--- config.mk ---
export PLATFORM = sky130hd
export DESIGN_NAME = ctb_core
export DESIGN_NICKNAME = d
export VERILOG_FILES = /design/src/ctb_pkg.sv /design/src/ctb_drum_timer.sv /design/src/ctb_digit_add.sv /design/src/ctb_core.sv
export SDC_FILE = /design/constraint.sdc
export NUM_CORES = 1
export LEC_CHECK = 0
export BUFFER_PORTS_ARGS = -buffer_cell sky130_fd_sc_hd__buf_2
export CAP_MARGIN = 20
export CORE_MARGIN = 3
export CORE_UTILIZATION = 40
export DETAILED_ROUTE_END_ITERATION = 10
export REMOVE_ABC_BUFFERS = 1
export SYNTH_ARGS = -nofsm -noshare
export SYNTH_HDL_FRONTEND = slang
export SYNTH_SLANG_ARGS = --single-unit
export TNS_END_PERCENT = 20
--- constraint.sdc ---
create_clock -name mclk -period 4.98 [get_ports mclk]
set_clock_uncertainty 0.1 [all_clocks]
set_input_delay 0.747 -clock mclk [delete_from_list [all_inputs] [get_ports mclk]]
set_output_delay 0.747 -clock mclk [all_outputs]
set_load 0.02 [all_outputs]
--- src/ctb_pkg.sv ---
// constants and types shared by the core transfer buffer
`default_nettype none
package ctb_pkg;
  localparam int POS_W = 7;
  localparam int CHAR_W = 6;
  localparam int TRACK_W = 5;
  localparam int DIGIT_W = 4;
  localparam int NUM_POS = 100;
  localparam logic [POS_W-1:0] POS_LOW_ORDER = 7'h63;
  localparam logic [POS_W-1:0] POS_HIGH_ORDER = 7'h00;
  localparam logic [POS_W-1:0] COUNT_ALL = 7'h64;
  localparam logic [POS_W-1:0] COUNT_ZERO = 7'h00;
  localparam logic [DIGIT_W:0] DIGIT_BASE = 5'h0A;
  localparam int REV_TIME_MS = 10;
  localparam int CLK_PERIOD_NS = 20;
  localparam int NS_PER_MS = 1000000;
  localparam int REV_CYCLES_DEF = (REV_TIME_MS * NS_PER_MS) / CLK_PERIOD_NS;

  typedef struct packed {
    logic [TRACK_W-1:0] src_track;
    logic [POS_W-1:0] src_pos;
    logic [TRACK_W-1:0] dst_track;
    logic [POS_W-1:0] dst_pos;
    logic [POS_W-1:0] count;
    logic src_buf;
    logic dst_acc;
  } ctb_instr_t;

  typedef struct packed {
    logic en;
    logic [TRACK_W-1:0] track;
    logic [POS_W-1:0] pos;
    logic [CHAR_W-1:0] data;
  } ctb_wr_t;

  typedef enum logic [1:0] {
    ST_IDLE = 2'b00,
    ST_WAIT = 2'b01,
    ST_FROM = 2'b10,
    ST_TO = 2'b11
  } ctb_state_t;
endpackage
`default_nettype wire

--- src/ctb_drum_timer.sv ---
// drum position generator: slots 99 down to 00 per revolution
`default_nettype none
module ctb_drum_timer #(
  parameter int SLOT_CYCLES = 5000
) (
  input wire logic mclk,
  input wire logic srst,
  output logic [ctb_pkg::POS_W-1:0] slot_pos,
  output logic slot_tick,
  output logic rev_end
);
  import ctb_pkg::*;

  logic [31:0] cyc_reg;
  logic [31:0] cyc_next;
  logic [POS_W-1:0] pos_reg;
  logic [POS_W-1:0] pos_next;

  always_comb
  begin
    slot_tick = (cyc_reg == 32'(SLOT_CYCLES - 1));
    cyc_next = slot_tick ? 32'h0 : cyc_reg + 32'h1;
    pos_next = pos_reg;
    if (slot_tick)
    begin
      pos_next = (pos_reg == POS_HIGH_ORDER) ? POS_LOW_ORDER : pos_reg - 7'h01;
    end
    rev_end = slot_tick && (pos_reg == POS_HIGH_ORDER);
  end

  always_ff @(posedge mclk)
  begin
    if (srst)
    begin
      cyc_reg <= 32'h0;
      pos_reg <= POS_LOW_ORDER;
    end
    else
    begin
      cyc_reg <= cyc_next;
      pos_reg <= pos_next;
    end
  end

  assign slot_pos = pos_reg;
endmodule
`default_nettype wire

--- src/ctb_digit_add.sv ---
// one decimal digit adder for accumulating transfers
`default_nettype none
module ctb_digit_add (
  input wire logic [ctb_pkg::CHAR_W-1:0] addend,
  input wire logic [ctb_pkg::CHAR_W-1:0] augend,
  input wire logic carry_in,
  output logic [ctb_pkg::CHAR_W-1:0] sum,
  output logic carry_out
);
  import ctb_pkg::*;

  logic [DIGIT_W:0] raw;

  always_comb
  begin
    raw = {1'b0, addend[DIGIT_W-1:0]} + {1'b0, augend[DIGIT_W-1:0]} + {4'h0, carry_in};
    carry_out = (raw >= DIGIT_BASE);
    if (carry_out)
    begin
      raw = raw - DIGIT_BASE;
    end
    sum = {augend[CHAR_W-1:DIGIT_W], raw[DIGIT_W-1:0]};
  end
endmodule
`default_nettype wire

--- src/ctb_core.sv ---
// core transfer buffer: two-revolution track to track transfer
`default_nettype none
// Summary of operation
// - first revolution reads source into buffer
// - low-order source char to slot 99, downward
// - loading stops at count or position 00
// - unloaded buffer slots keep old characters
// - write revolution directly follows read revolution
// - slot 99 to low-order destination, downward
// - writing stops at count or position 00
// - buffer untouched by the write revolution
// - buffer source replays previous buffer contents
// - buffer source always starts at slot 99
// - accumulator destination adds instead of overwriting
module ctb_core #(
  parameter int REV_CYCLES = ctb_pkg::REV_CYCLES_DEF
) (
  input wire logic mclk,
  input wire logic srst,
  input wire logic start,
  input wire ctb_pkg::ctb_instr_t instr,
  output logic busy,
  output logic done,
  output logic [ctb_pkg::TRACK_W-1:0] rd_track,
  output logic [ctb_pkg::POS_W-1:0] rd_pos,
  input wire logic [ctb_pkg::CHAR_W-1:0] rd_char,
  output ctb_pkg::ctb_wr_t wr
);
  import ctb_pkg::*;

  localparam int SLOT_CYCLES = REV_CYCLES / NUM_POS;
  localparam logic [POS_W-1:0] POS_STEP = 7'h01;

  ctb_state_t state_reg;
  ctb_state_t state_next;
  ctb_instr_t instr_reg;
  ctb_instr_t instr_next;
  logic [POS_W-1:0] remain_reg;
  logic [POS_W-1:0] remain_next;
  logic [POS_W-1:0] bidx_reg;
  logic [POS_W-1:0] bidx_next;
  logic started_reg;
  logic started_next;
  logic carry_reg;
  logic carry_next;
  logic done_reg;
  logic done_next;
  logic [TRACK_W-1:0] track_reg;
  logic [TRACK_W-1:0] track_next;
  ctb_wr_t wr_reg;
  ctb_wr_t wr_next;

  logic [CHAR_W-1:0] buf_mem [NUM_POS];
  logic buf_we;
  logic [CHAR_W-1:0] buf_out;

  logic [POS_W-1:0] slot_pos;
  logic slot_tick;
  logic rev_end;
  logic [CHAR_W-1:0] add_sum;
  logic add_carry;
  logic field_on;
  logic from_enter;
  logic to_enter;
  logic xfer_end;
  logic load_go;
  logic emit_go;

  function automatic logic [POS_W-1:0] load_count(input logic [POS_W-1:0] cnt);
    load_count = (cnt == COUNT_ZERO) ? COUNT_ALL : cnt;
  endfunction

  function automatic logic [POS_W-1:0] step_down(input logic [POS_W-1:0] pos);
    step_down = pos - POS_STEP;
  endfunction

  function automatic logic in_field(
    input logic started,
    input logic [POS_W-1:0] slot,
    input logic [POS_W-1:0] first,
    input logic [POS_W-1:0] left
  );
    in_field = (started || slot == first) && left != COUNT_ZERO;
  endfunction

  ctb_drum_timer #(
    .SLOT_CYCLES(SLOT_CYCLES)
  ) u_timer (
    .mclk(mclk),
    .srst(srst),
    .slot_pos(slot_pos),
    .slot_tick(slot_tick),
    .rev_end(rev_end)
  );

  assign buf_out = buf_mem[bidx_reg];

  ctb_digit_add u_add (
    .addend(buf_out),
    .augend(rd_char),
    .carry_in(carry_reg),
    .sum(add_sum),
    .carry_out(add_carry)
  );

  // phase strobes shared by the state groups
  always_comb
  begin
    from_enter = (state_reg == ST_WAIT) && rev_end;
    to_enter = (state_reg == ST_FROM) && rev_end;
    xfer_end = (state_reg == ST_TO) && rev_end;
    field_on = 1'b0;
    if (state_reg == ST_FROM)
    begin
      field_on = in_field(started_reg, slot_pos, instr_reg.src_pos, remain_reg);
    end
    else if (state_reg == ST_TO)
    begin
      field_on = in_field(started_reg, slot_pos, instr_reg.dst_pos, remain_reg);
    end
    load_go = (state_reg == ST_FROM) && slot_tick && field_on && !instr_reg.src_buf;
    emit_go = (state_reg == ST_TO) && slot_tick && field_on;
  end

  assign buf_we = load_go;

  // sequencer: wait for the drum boundary, then one read and one write revolution
  always_comb
  begin
    state_next = state_reg;
    instr_next = instr_reg;
    done_next = 1'b0;
    case (state_reg)
      ST_IDLE:
      begin
        if (start)
        begin
          instr_next = instr;
          state_next = ST_WAIT;
        end
      end
      ST_WAIT:
      begin
        if (from_enter)
        begin
          state_next = ST_FROM;
        end
      end
      ST_FROM:
      begin
        // position 00 is the last slot, so the loading ends with the revolution
        if (to_enter)
        begin
          state_next = ST_TO;
        end
      end
      ST_TO:
      begin
        // the receiving position 00 slot closes the revolution
        if (xfer_end)
        begin
          done_next = 1'b1;
          state_next = ST_IDLE;
        end
      end
      default:
      begin
        state_next = ST_IDLE;
      end
    endcase
  end

  always_ff @(posedge mclk)
  begin
    if (srst)
    begin
      state_reg <= ST_IDLE;
      instr_reg <= '0;
      done_reg <= 1'b0;
    end
    else
    begin
      state_reg <= state_next;
      instr_reg <= instr_next;
      done_reg <= done_next;
    end
  end

  // track select: source while waiting and reading, destination while writing
  always_comb
  begin
    track_next = track_reg;
    if ((state_reg == ST_IDLE) && start)
    begin
      track_next = instr.src_track;
    end
    else if (to_enter)
    begin
      track_next = instr_reg.dst_track;
    end
    else if (xfer_end)
    begin
      track_next = instr_reg.src_track;
    end
  end

  always_ff @(posedge mclk)
  begin
    if (srst)
    begin
      track_reg <= '0;
    end
    else
    begin
      track_reg <= track_next;
    end
  end

  // field counters: characters left, buffer slot, field started
  always_comb
  begin
    remain_next = remain_reg;
    bidx_next = bidx_reg;
    started_next = started_reg;
    if (load_go || emit_go)
    begin
      started_next = 1'b1;
      bidx_next = step_down(bidx_reg);
      remain_next = step_down(remain_reg);
    end
    if (from_enter || to_enter)
    begin
      remain_next = load_count(instr_reg.count);
      bidx_next = POS_LOW_ORDER;
      started_next = 1'b0;
    end
  end

  always_ff @(posedge mclk)
  begin
    if (srst)
    begin
      remain_reg <= COUNT_ZERO;
      bidx_reg <= POS_LOW_ORDER;
      started_reg <= 1'b0;
    end
    else
    begin
      remain_reg <= remain_next;
      bidx_reg <= bidx_next;
      started_reg <= started_next;
    end
  end

  // write port: copy or accumulate one character per slot
  always_comb
  begin
    wr_next = wr_reg;
    wr_next.en = 1'b0;
    carry_next = carry_reg;
    if (to_enter)
    begin
      carry_next = 1'b0;
    end
    if (emit_go)
    begin
      wr_next.en = 1'b1;
      wr_next.track = instr_reg.dst_track;
      wr_next.pos = slot_pos;
      if (instr_reg.dst_acc)
      begin
        wr_next.data = add_sum;
        carry_next = add_carry;
      end
      else
      begin
        wr_next.data = buf_out;
      end
    end
  end

  always_ff @(posedge mclk)
  begin
    if (srst)
    begin
      wr_reg <= '0;
      carry_reg <= 1'b0;
    end
    else
    begin
      wr_reg <= wr_next;
      carry_reg <= carry_next;
    end
  end

  // buffer store is never cleared, slots not written keep their data
  always_ff @(posedge mclk)
  begin
    if (buf_we)
    begin
      buf_mem[bidx_reg] <= rd_char;
    end
  end

  assign busy = (state_reg != ST_IDLE);
  assign done = done_reg;
  assign rd_track = track_reg;
  assign rd_pos = slot_pos;
  assign wr = wr_reg;
endmodule
`default_nettype wire

* After elaboration in Yosys (flattened, before gate mapping)
Memory sizes are Yosys's and may differ from the RTL's. A register that Yosys moved wholly into a read port is not among the register bits.
Index checks and enable logic that the tools add are counted.
** Word-level totals
- Bits in registers :: 115
- Latch bits :: 0
- RAM bits :: 600
- Memory bits (read-only) :: 0
- Input bits :: 42
- Output and inout port bits :: 33
- Word-level logic and storage cells :: 94
- Memories kept :: 1
** Memories
- buf_mem :: depth 100, width 6, rd ports 1, clocked after Yosys merged registers in 1, wr ports 1, RTL line ctb_core.sv:53 : logic [CHAR_W-1:0] buf_mem [NUM_POS];
** Cells by class
- $add $sub $neg :: 7
- Multiply operators :: 0
- Div/mod/pow operators :: 0
- Magnitude comparators :: 1
- Equal/unequal tests :: 10
- Shift operators :: 0
- Muxes and demuxes :: 25
- Bitwise operators :: 1
- Reduce and logical (&&, ||, !) cells :: 29
** Operators with widths (number)
- $mux 7 :: 6
- $add 32x1->32 const B :: 1
- $eq 32x13->1 const B :: 1
- $sub 7x1->7 const B :: 3
- $mux 19 :: 1
- $mux 5 :: 3
- $eq 7x7->1 :: 2
- $logic_not 7->1 :: 2
- $logic_and 1x1->1 :: 12
- $mux 1 :: 8
- $mux 2 :: 4
- $ne 2x2->1 const B :: 4
- $pmux 2 s4 :: 1
- $reduce_bool 7->1 :: 1
- $mux 6 :: 1
- $reduce_or 2->1 :: 3
- $add 4x4->5 :: 1
- $add 5x1->5 :: 1
- $ge 5x4->1 const B :: 1
- $eq 2x2->1 const B :: 2
- $logic_or 1x1->1 :: 4
- $mux 4 :: 1
- $reduce_and 4->1 :: 1
- $reduce_bool 2->1 :: 2
- 7 further kinds :: 7

* Longest topological paths before layout
Gate-level depths: netlist (run 1).
- Depth in word-level cells :: 10
- Mapped depth :: 21
- Gate-level depth less buffers :: 15

* Hierarchy
Synthesis (run 1) repeated with hierarchy kept, for this count alone.
** Unflattened totals
- Cell total of the unflattened synthesis :: 1925
- Area, all modules :: 29936.2 um^2
** By module, submodules not included
- ctb_core :: instances 1, cells an instance 1646, area each 27627.7 um^2, sequential area each 19678.9 um^2
- ctb_drum_timer :: instances 1, cells an instance 240, area each 1984.4 um^2, sequential area each 780.7 um^2
- ctb_digit_add :: instances 1, cells an instance 39, area each 324.1 um^2, sequential area each 0.0 um^2

* Worst setup path after synthesis (run 1)
No wires, ideal clock.
- Kind :: register to register
- Start point :: register (tool-made name)
- End point :: register wr_reg (netlist bit wr[2])
- Setup time :: 132 ps
- Arrival :: 3644 ps
- Required time :: 4748 ps
- Path slack :: 1103 ps
- Cell stages (with the launch flop) :: 17
- Buffers on the path :: 3
- Period minus slack after synthesis :: 3877 ps
- Path through :: dfxtp_1 > buf_6 > buf_12 > buf_6 > mux4_2 > mux4_2 > mux2i_1 > a21oi_1 > a211oi_2 > fa_1 > fa_1 > ha_1 > nand4_1 > nand3b_1 > mux2i_1 > a221oi_2 > a21oi_1
** RTL lines
- end signal, assigned :: RTL line ctb_core.sv:291 : wr_reg <= wr_next;
- end, declared :: RTL line ctb_core.sv:50 : ctb_wr_t wr_reg;

==> flow_summary_export.csv, run 1 <==
group,metric,value,unit
run_status,status,"finished, final reports clean",
global_routing,busiest_layer,"met2",
drt,vias,16240,
global_routing,grtUsageMet3,0.05198,
final_layout,fin_util,0.4601,
sta,fmax,222.7,MHz
pwr,powerDensity,377.7,mW/mm²
final_layout,area_growth,13.40,%
cts,cts-resized-gates,0,
global_routing,use_met2,0.2833,
synth,ys.flop_type,"edfxtp_1",
cts,clockBufferDepth,3,
critical_path,crit_path_frequent_cell,"mux4_2",
global_routing,grt_pass1_vias,16310,
critical_path,crit_path_max_fanout,32,
drt,dr.pass1.iters,5,
synth,avgSynthCellArea,16.19,µm²
sta,fin_crit_sh,0.9015,
placed_design,io_buffers,74,
final_layout,fillers,6152,
sta,slew_viol_final,0,
synth,synth.distinct_cells,71,
cts,ctsHoldBuffers,0,
critical_path,crit_chain,"buf_4 > mux4_2 > mux4_2 > nand2_1 > a21o_1 > o211a_2 > inv_1 > ha_1 > nor2b_1 > o21a_1 > o2111ai_1 > nand3b_1 > mux2i_1 > a221oi_2 > a21oi_1",
final_layout,drive_gt1_frac,0.2111,
global_routing,use_met1,0.2602,
critical_path,crit_family,"multiplexers",
critical_path,r2r_cells,15,
final_layout,fin_nets,1975,
floorplanning,design.core.area,0.07173,mm²
sta,holdWs,286.7,ps
cts,htree_levels,3,
cts,clkSinkCount,722,
synth,synth.top_cell.area_share,0.6191,
synth,yosys.area.top_type,"edfxtp_1",
worst_hold_path,hold_class,"in2reg",
global_routing,gr-total-overflow,0,
drt,drt.antenna.violating_nets,0,
critical_path,crit_path_start_kind,"register",
synth,syn_area,0.02910,mm²
synth,synth_edf_count,600,
sta,max_slew.worst_pin.slew,1012,ps
pwr,p_leak,10.88,nW
synth,synth_cells,1798,
pwr,power,12.47,mW
drt,wl,69910,µm
sta,finalSetupViolations,0,
sta,hold_viol,0,
floorplanning,start_util,0.4057,
floorplanning,die_y,275.7,µm
critical_path,max_stage_delay,770,ps
synth,ys_seq_area_frac,0.7030,
sta,min_period,4490,ps
critical_path,timing.rr.end,"wr[2]$_SDFFE_PP0P_",
drt,via_per_inst,5.554,
worst_hold_path,holdPathEnd,"instr_reg[20]$_SDFFE_PP0P_",
sta,fin_ws,490.3,ps
floorplanning,die-area,0.07603,mm²
cts,postCtsSetupRepairBufs,0,
global_routing,grt_use_total,0.1848,
critical_path,cpMaxStageDelayCell,"dfxtp_4",
synth,yosysWarnings,0,
final_layout,num_antenna_cells,0,
sta,slew-limit-headroom,0.3239,
critical_path,critPathBufInv,2,
critical_path,cp.required,5350,ps
synth,synthArstFlopShare,0,
cts,cts_tree,"built",
drt,post-route-drc-count,0,
final_layout,layout_commonest_cell,"edfxtp_1",
sta,finalSetupTns,0,ps
critical_path,crit_type,"reg2reg",
global_routing,grt_start_max_net_pins,102,
cts,cts_inserted_buffers,73,
placed_design,place.gp.congestion,0.8362,
final_layout,mostFrequentLayoutCells,"edfxtp_1 (600), nor2_1 (186), nand2_1 (181)",
worst_hold_path,holdPathStages,3,
synth,synth-seq-cells,722,
placed_design,dp_hpwl,45180,µm
floorplanning,rows,98,
cts,clkTransAtPathRegs,60,ps
critical_path,cp-end-kind,"register",
placed_design,dp_slack,481.6,ps
sta,grt_setup_unrepaired,"false",
cts,clockRootBuffer,"clkbuf_16",
synth,netlist_top_cells_area,"edfxtp_1 (62%), mux4_2 (12%), dfxtp_1 (8.4%)",
final_layout,largest_register_ffs,600,
drt,drtIter0Drc,1612,
critical_path,cp_num_cells,15,
global_routing,grt_pass1_wl,104200,µm
critical_path,r2r_setup_slack,490,ps
pwr,ir_worst_vdd,0.2977,mV
cts,worstSkewPairLatency,600,ps
worst_hold_path,hold_path_startpoint,"instr[20]",
floorplanning,die_width,275.7,µm
drt,wire_per_inst,23.90,µm
critical_path,arrival,4860,ps
global_routing,antenna_found_initial,0,
run,drv_cap,0,
floorplanning,ios,75,
-- layout make-up --
cell class	count	area (µm²)	share of cell area
Multi-Input combinational cell	955	8008	0.2426
Inverter	26	97.59	0.002957
Tap cell	950	1189	0.03602
Clock inverter	36	245.2	0.007431
Clock buffer	97	2066	0.06259
Timing Repair Buffer	139	928.4	0.02813
Sequential cell	722	20470	0.6202
-- layer usage --
metal,wire [µm],up-vias
li1,-,7174
met1,29750,8249
met2,32060,695
met3,6360,126
met4,1741,0
met5,0,-
-- power by group --
part | internal (mW) | switching (mW)
clock network | 3.07 | 2.22
logic | 0.165 | 0.352
registers | 6.60 | 0.0535
total | 9.84 | 2.63
-- synth_stat cells (all sizes together) (3+ instances only) --
cell,count
nor4b,7
buf,53
nand4,16
nand3,25
xor2,22
or2,3
nand2b,11
a21oi,65
nand2,181
o2111ai,3
edfxtp,600
a211oi,22
inv,26
mux4,155
clkbuf,42
xnor2,37
ha,14
a22oi,21
and2,6
or3,7
nor2,186
nand3b,3
o211ai,3
mux2,12
a2111oi,3
o22ai,4
nor4,17
nor2b,21
a22o,4
nor3,15
mux2i,12
a31oi,8
and3,8
o41ai,3
o21ai,34
dfxtp,122
-- tightest hold or removal path: cells and delay by family --
family | cells | cell delay [ps]
AND/OR/NAND/NOR | 1 | 40
AO/OA/AOI/OAI | 1 | 50
buffers and inverters | 1 | 90
-- through the flow --
| step | cell area (µm²) | std cells |
|---|---|---|
| final | 33000 | 2925 |
| after global routing | 33000 | 2925 |
| after CTS | 32970 | 2924 |
| after detailed placement | 30660 | 2791 |
| after global placement | 30660 | 2791 |
| after floorplan | 28560 | 1703 |
-- how the worst max path moves through the flow --
stage | start | endpoint
CTS | register | wr[2]$_SDFFE_PP0P_
detailed placement | register | wr[2]$_SDFFE_PP0P_
floorplan | register | wr[2]$_SDFFE_PP0P_
global placement | register | wr[2]$_SDFFE_PP0P_
global route | register | wr[2]$_SDFFE_PP0P_
finish | register | wr[2]$_SDFFE_PP0P_
-- kinds of logic (layout without fill, tap and decap cells) --
family / count (synthesis) / in the layout / synth area share
buf+inv: 121 / 298 / 0.02184
mux: 179 / 179 / 0.1292
fa+ha+maj: 16 / 16 / 0.007395
xor+xnor: 59 / 59 / 0.01776
compound gates: 185 / 185 / 0.04088
flops: 722 / 722 / 0.7030
simple gates: 516 / 516 / 0.07988
(Power assumes the default switching activity.)
==> run 2, diff against run 1 <==
--- a/config.mk
+++ b/config.mk
@@ -10,8 +10,10 @@
 export CORE_MARGIN = 3
 export CORE_UTILIZATION = 40
 export DETAILED_ROUTE_END_ITERATION = 10
+export HOLD_SLACK_MARGIN = 0.12
 export REMOVE_ABC_BUFFERS = 1
 export SYNTH_ARGS = -nofsm -noshare
 export SYNTH_HDL_FRONTEND = slang
+export SYNTH_HIERARCHICAL = 1
 export SYNTH_SLANG_ARGS = --single-unit
 export TNS_END_PERCENT = 20
==> run 2 against run 1 <==
Critical endpoint is now wr[3]$_SDFFE_PP0P_. Final cell count increased by 4.9%. Highest routed layer unchanged. Global-route usage up 1.1 points. Flip-flop and latch count unchanged. Maximum frequency fell by 1.2%. Clock-buffer cell count down 3. First-iteration DRC count increased by 3.3%. Via count is 7.8% higher. Largest cell class unchanged.
==> flow_summary_export.csv, run 2 <==
group,metric,value,unit
critical_path,crit_path_max_fanout,24,
drt,wl,76970,µm
pwr,powerDensity,380.7,mW/mm²
pwr,ir_worst_vdd,0.2619,mV
sta,fin_crit_sh,0.9124,
pwr,power,13.00,mW
cts,cts_inserted_buffers,77,
sta,slew-limit-headroom,0.2736,
floorplanning,design.core.area,0.07358,mm²
critical_path,arrival,4910,ps
synth,yosysWarnings,6,
cts,clockRootBuffer,"clkbuf_16",
pwr,internal_power,10.24,mW
cts,cts_tree,"built",
sta,grt_setup_unrepaired,"false",
sta,min_period,4544,ps
final_layout,largest_register_ffs,600,
floorplanning,start_util,0.4066,
pwr,p_seq_frac,0.512,
final_layout,num_antenna_cells,0,
sta,hold_viol,0,
drt,via_per_inst,5.707,
final_layout,area_growth,14.10,%
drt,drt.antenna.violating_nets,0,
global_routing,grt_pass1_wl,113700,µm
global_routing,grt_start_max_net_pins,102,
cts,htree_levels,3,
critical_path,crit_type,"reg2reg",
floorplanning,rows,99,
placed_design,place.gp.congestion,0.9075,
placed_design,placedCellCount,2930,
placed_design,dp_hpwl,50520,µm
critical_path,crit_path_start_kind,"register",
synth,syn_area,0.02991,mm²
sta,fmax,220.1,MHz
sta,finalSetupViolations,0,
pwr,p_sw_frac,0.2121,
synth,avgSynthCellArea,15.57,µm²
pwr,p_clk_frac,0.447,
drt,drtIter0Drc,1666,
worst_hold_path,hold_class,"in2reg",
global_routing,grt_use_total,0.1959,
cts,clkTransAtPathRegs,60,ps
floorplanning,ios,75,
critical_path,cp-end-kind,"register",
run,drv_cap,0,
final_layout,mostFrequentLayoutCells,"edfxtp_1 (600), nor2_1 (178), nand2_1 (176)",
synth,synth_cells,1921,
final_layout,layout_commonest_cell,"edfxtp_1",
placed_design,io_buffers,74,
final_layout,fin_nets,2110,
pwr,p_sw,2.756,mW
final_layout,fillers,6397,
cts,cts-resized-gates,0,
cts,postCtsSetupRepairBufs,0,
sta,slew_viol_final,0,
pwr,p_leak,11.58,nW
final_layout,drive_gt1_frac,0.1988,
floorplanning,die-area,0.07810,mm²
sta,max_slew.worst_pin.slew,1090,ps
drt,dr.pass1.iters,5,
drt,wire_per_inst,25.10,µm
global_routing,antenna_found_initial,1,
cts,ctsHoldBuffers,0,
floorplanning,die_y,279.5,µm
drt,post-route-drc-count,0,
run_status,status,"finished, final reports clean",
floorplanning,die_width,279.5,µm
global_routing,grt_pass1_vias,17300,
pwr,pwr-share-comb,0.041,
global_routing,gr-total-overflow,0,
cts,clkSinkCount,722,
cts,worstSkewPairLatency,620,ps
critical_path,cp.required,5340,ps
final_layout,stdcell_count,3067,
drt,vias,17500,
cts,clockBufferDepth,3,
[run 2: layout make-up]
class	instances	area, µm²	share of cell area
timing repair buffer	155	1109	0.03248
multi-input combinational	1065	8686	0.2545
sequential	722	20470	0.5997
clock buffer	94	2107	0.06173
clock inverter	42	447.9	0.01312
inverter	30	112.6	0.003299
tap	959	1200	0.03516
[run 2: critical path: stages, from the launching register on]
cell	delay, ps
dfxtp_2	760
buf_12	260
buf_4	180
mux4_2	290
mux2i_1	260
o21ai_0	170
o21ai_0	450
nand3_1	210
ha_1	340
nor2b_4	130
o21ai_4	190
mux2_4	340
a22oi_1	180
mux2i_1	90
or2b_1	220
mux2i_1	130
a311oi_1	60
[run 2: worst paths after layout]
check / startpoint / endpoint / slack (ps) / cells after the start
hold / removal: instr[14] / instr_reg[14]$_SDFFE_PP0P_ / 280 / 3
setup / recovery: register / wr[3]$_SDFFE_PP0P_ / 440 / 16
hold reg to reg: u_timer/cyc_reg[0]$_SDFF_PP0_ / u_timer/cyc_reg[0]$_SDFF_PP0_ / 350 / 1
setup reg to reg: register / wr[3]$_SDFFE_PP0P_ / 440 / 16
[run 2: power by group through the flow]
stage / Sequential, mW / Combinational, mW / Clock, mW
global route: 6.66 / 0.591 / 6.15
detailed placement: 6.78 / 0.537 / 0
CTS: 6.65 / 0.539 / 5.90
floorplan: 6.77 / 0.285 / 0
global placement: 6.77 / 0.496 / 0
finish: 6.65 / 0.534 / 5.81
[run 2: stage by stage]
stage	hold slack, ps	cell area [µm²]	worst slack, ps	utilization	TNS (ps)
after floorplan	317.5	29240	-4425	-	-25000
after global placement	329.7	31520	516.9	0.4284	0
after detailed placement	341.0	31550	477.0	0.4288	0
after CTS	243.8	34100	456.1	0.4635	0
after global routing	260.6	34130	241.6	0.4639	0
final	283.7	34130	436.1	0.4639	0
[run 2: routing by layer]
layer	up-vias	GRT usage	share of wire
met5	-	0	0
met4	0	0.05265	0.026
met3	132	0.04834	0.086
met2	710	0.2996	0.45
met1	8887	0.2819	0.43
li1	7775	-	-
==> run 3, diff against run 2 <==
--- a/config.mk
+++ b/config.mk
@@ -8,8 +8,9 @@
 export BUFFER_PORTS_ARGS = -buffer_cell sky130_fd_sc_hd__buf_2
 export CAP_MARGIN = 20
 export CORE_MARGIN = 3
-export CORE_UTILIZATION = 40
+export CORE_UTILIZATION = 24
 export DETAILED_ROUTE_END_ITERATION = 10
+export GPL_TIMING_DRIVEN = 0
 export HOLD_SLACK_MARGIN = 0.12
 export REMOVE_ABC_BUFFERS = 1
 export SYNTH_ARGS = -nofsm -noshare
==> run 3 against run 2 <==
Design area up 2.8%. Maximum frequency fell by 7.5%. Via count is 0.81% lower. Worst hold slack got worse by 7.7 ps. Core utilization down 18 points. Register-to-register slack got worse by 370 ps. Critical path type unchanged. Die area up 65%.
==> flow_summary_export.csv, run 3 (synthesis results as in run 2) <==
group,metric,value,unit
run,drv_cap,0,
drt,wire_per_inst,20.70,µm
drt,via_per_inst,4.693,
drt,wl_met1,33570,µm
floorplanning,die_width,359.0,µm
final_layout,area_growth,17.31,%
worst_hold_path,hold_class,"in2reg",
floorplanning,start_util,0.2435,
sta,holdWs,276.0,ps
pwr,p_leak,11.60,nW
floorplanning,rows,128,
pwr,ir_worst_vdd,0.2616,mV
global_routing,grt_start_max_net_pins,87,
sta,fin_crit_sh,0.9863,
floorplanning,ios,75,
run_status,status,"finished, final reports clean",
placed_design,placedCellCount,3541,
final_layout,largest_register_ffs,600,
global_routing,antenna_found_initial,4,
drt,drt.antenna.violating_nets,0,
cts,cts_tree,"built",
sta,slew-limit-headroom,0.2602,
critical_path,crit_type,"reg2reg",
drt,post-route-drc-count,0,
cts,clkSinkCount,722,
critical_path,crit_path_max_fanout,14,
sta,slew_viol_final,0,
placed_design,io_buffers,74,
cts,clkTransAtPathRegs,60,ps
sta,finalSetupViolations,0,
final_layout,drive_gt1_frac,0.1827,
final_layout,fillers,12240,
drt,dr.pass1.iters,5,
drt,top_layer_used,"met5",
drt,wl,76590,µm
cts,clockBufferDepth,3,
cts,cts_inserted_buffers,78,
sta,max_slew.worst_pin.slew,1107,ps
critical_path,crit_path_start_kind,"register",
cts,worstSkewPairLatency,620,ps
drt,vias,17360,
sta,fmax,203.6,MHz
global_routing,grt_use_total,0.1153,
final_layout,multi_input_area,0.008703,mm²
final_layout,stdcell_count,3700,
critical_path,arrival,5330,ps
floorplanning,die-area,0.1289,mm²
global_routing,grt_pass1_vias,17220,
sta,hold_viol,0,
global_routing,grt_pass1_wl,113700,µm
final_layout,num_antenna_cells,0,
placed_design,dp_hpwl,46050,µm
cts,htree_levels,3,
placed_design,place.gp.congestion,0.7699,
final_layout,layout_commonest_cell,"edfxtp_1",
floorplanning,die_y,359.0,µm
floorplanning,design.core.area,0.1228,mm²
cts,clockRootBuffer,"clkbuf_16",
final_layout,seq_area,0.02048,mm²
critical_path,cp.required,5390,ps
pwr,powerDensity,364.4,mW/mm²
sta,grt_setup_unrepaired,"false",
critical_path,cp-end-kind,"register",
final_layout,mostFrequentLayoutCells,"edfxtp_1 (600), nor2_1 (178), nand2_1 (176)",
drt,dr_wl_met2,35410,µm
drt,drtIter0Drc,1801,
global_routing,gr-total-overflow,0,
final_layout,fin_nets,2074,
drt,wl_met3,5499,µm
sta,min_period,4912,ps
[run 3: changes by cell type in the layout (fill, tap and decap cells not counted), moves of 2 or more]
cell and change:
bufbuf_16 +4, clkbuf_1 +9, dfxtp_4 +3, buf_4 -67
clkinv_1 +3, dfxtp_1 -2, buf_8 +10, bufinv_16 -4
clkinvlp_4 -7, buf_16 +13, clkinv_8 +2
[run 3: worst max-delay path, stage by stage (launching register included)]
cell       delay (ps)
dfxtp_4           570
inv_2             260
nor2_1            370
o2111ai_1         390
nand4_1           230
buf_4             180
nor2_1             40
o21ai_0           260
inv_1             120
fa_2              450
fa_1              430
xor2_2            230
ha_2              270
nand2_1            70
a211oi_1          250
a21o_1            120
nand2b_1          100
mux2i_1            80
a311oi_1          260
[run 3: timing repair]
| action | CTS | global route |
|---|---|---|
| pin swaps | 2 | 1 |
| endpoints found under the setup margin | 4 | 3 |
| hold buffers | 0 | 0 |
| setup buffers | 11 | 2 |
| gates resized for setup | 5 | 3 |
| hold endpoints to repair | 0 | 0 |
| cloned | 4 | 2 |
[run 3: final cells by class]
| class | count | area share |
|---|---|---|
| flip-flops and latches | 722 | 0.5836 |
| multi-input cells | 1065 | 0.2480 |
| well taps | 1625 | 0.05794 |
| clock buffers | 103 | 0.06069 |
| clock inverters | 37 | 0.009342 |
| inverters | 30 | 0.003209 |
| repair buffers | 118 | 0.03719 |
[run 3: routing by layer]
metal / track usage / vias to the layer above
met4: 0.03208 / 6
met5: 0 / -
met1: 0.1591 / 8877
met2: 0.1822 / 635
met3: 0.02564 / 143
li1: - / 7702
[run 3: final timing paths]
check                                                start                    endpoint  slack, ps  depth (start not counted)
worst min-delay path                             instr[23]  instr_reg[23]$_SDFFE_PP0P_        280                          3
worst min register to register  instr_reg[30]$_SDFFE_PP0P_  instr_reg[30]$_SDFFE_PP0P_        360                          2
worst max register to register                    register          wr[1]$_SDFFE_PP0P_         70                         18
worst max-delay path                              register          wr[1]$_SDFFE_PP0P_         70                         18
[run 3: report_power, final]
part,leakage (nW),internal [mW],total (mW),switching [mW]
logic,4.02,0.186,0.545,0.359
registers,6.38,6.59,6.65,0.0520
clock network,1.20,3.27,5.60,2.33
total,11.6,10.0,12.8,2.74
[run 3: per-stage QoR]
| stage | area, µm² | power [mW] | util | worst slack, ps | TNS [ps] |
|---|---|---|---|---|---|
| finish | 35090 | 12.79 | 0.2857 | 68.27 | 0 |
| global route | 35090 | 13.20 | 0.2857 | 6.296 | 0 |
| CTS | 35020 | 12.88 | 0.2851 | 19.33 | 0 |
| detailed placement | 32250 | 7.319 | 0.2626 | -849.6 | -2546 |
| global placement | 31650 | 7.273 | 0.2576 | -8632 | -53480 |
| floorplan | 29240 | 7.057 | - | -4425 | -25000 |
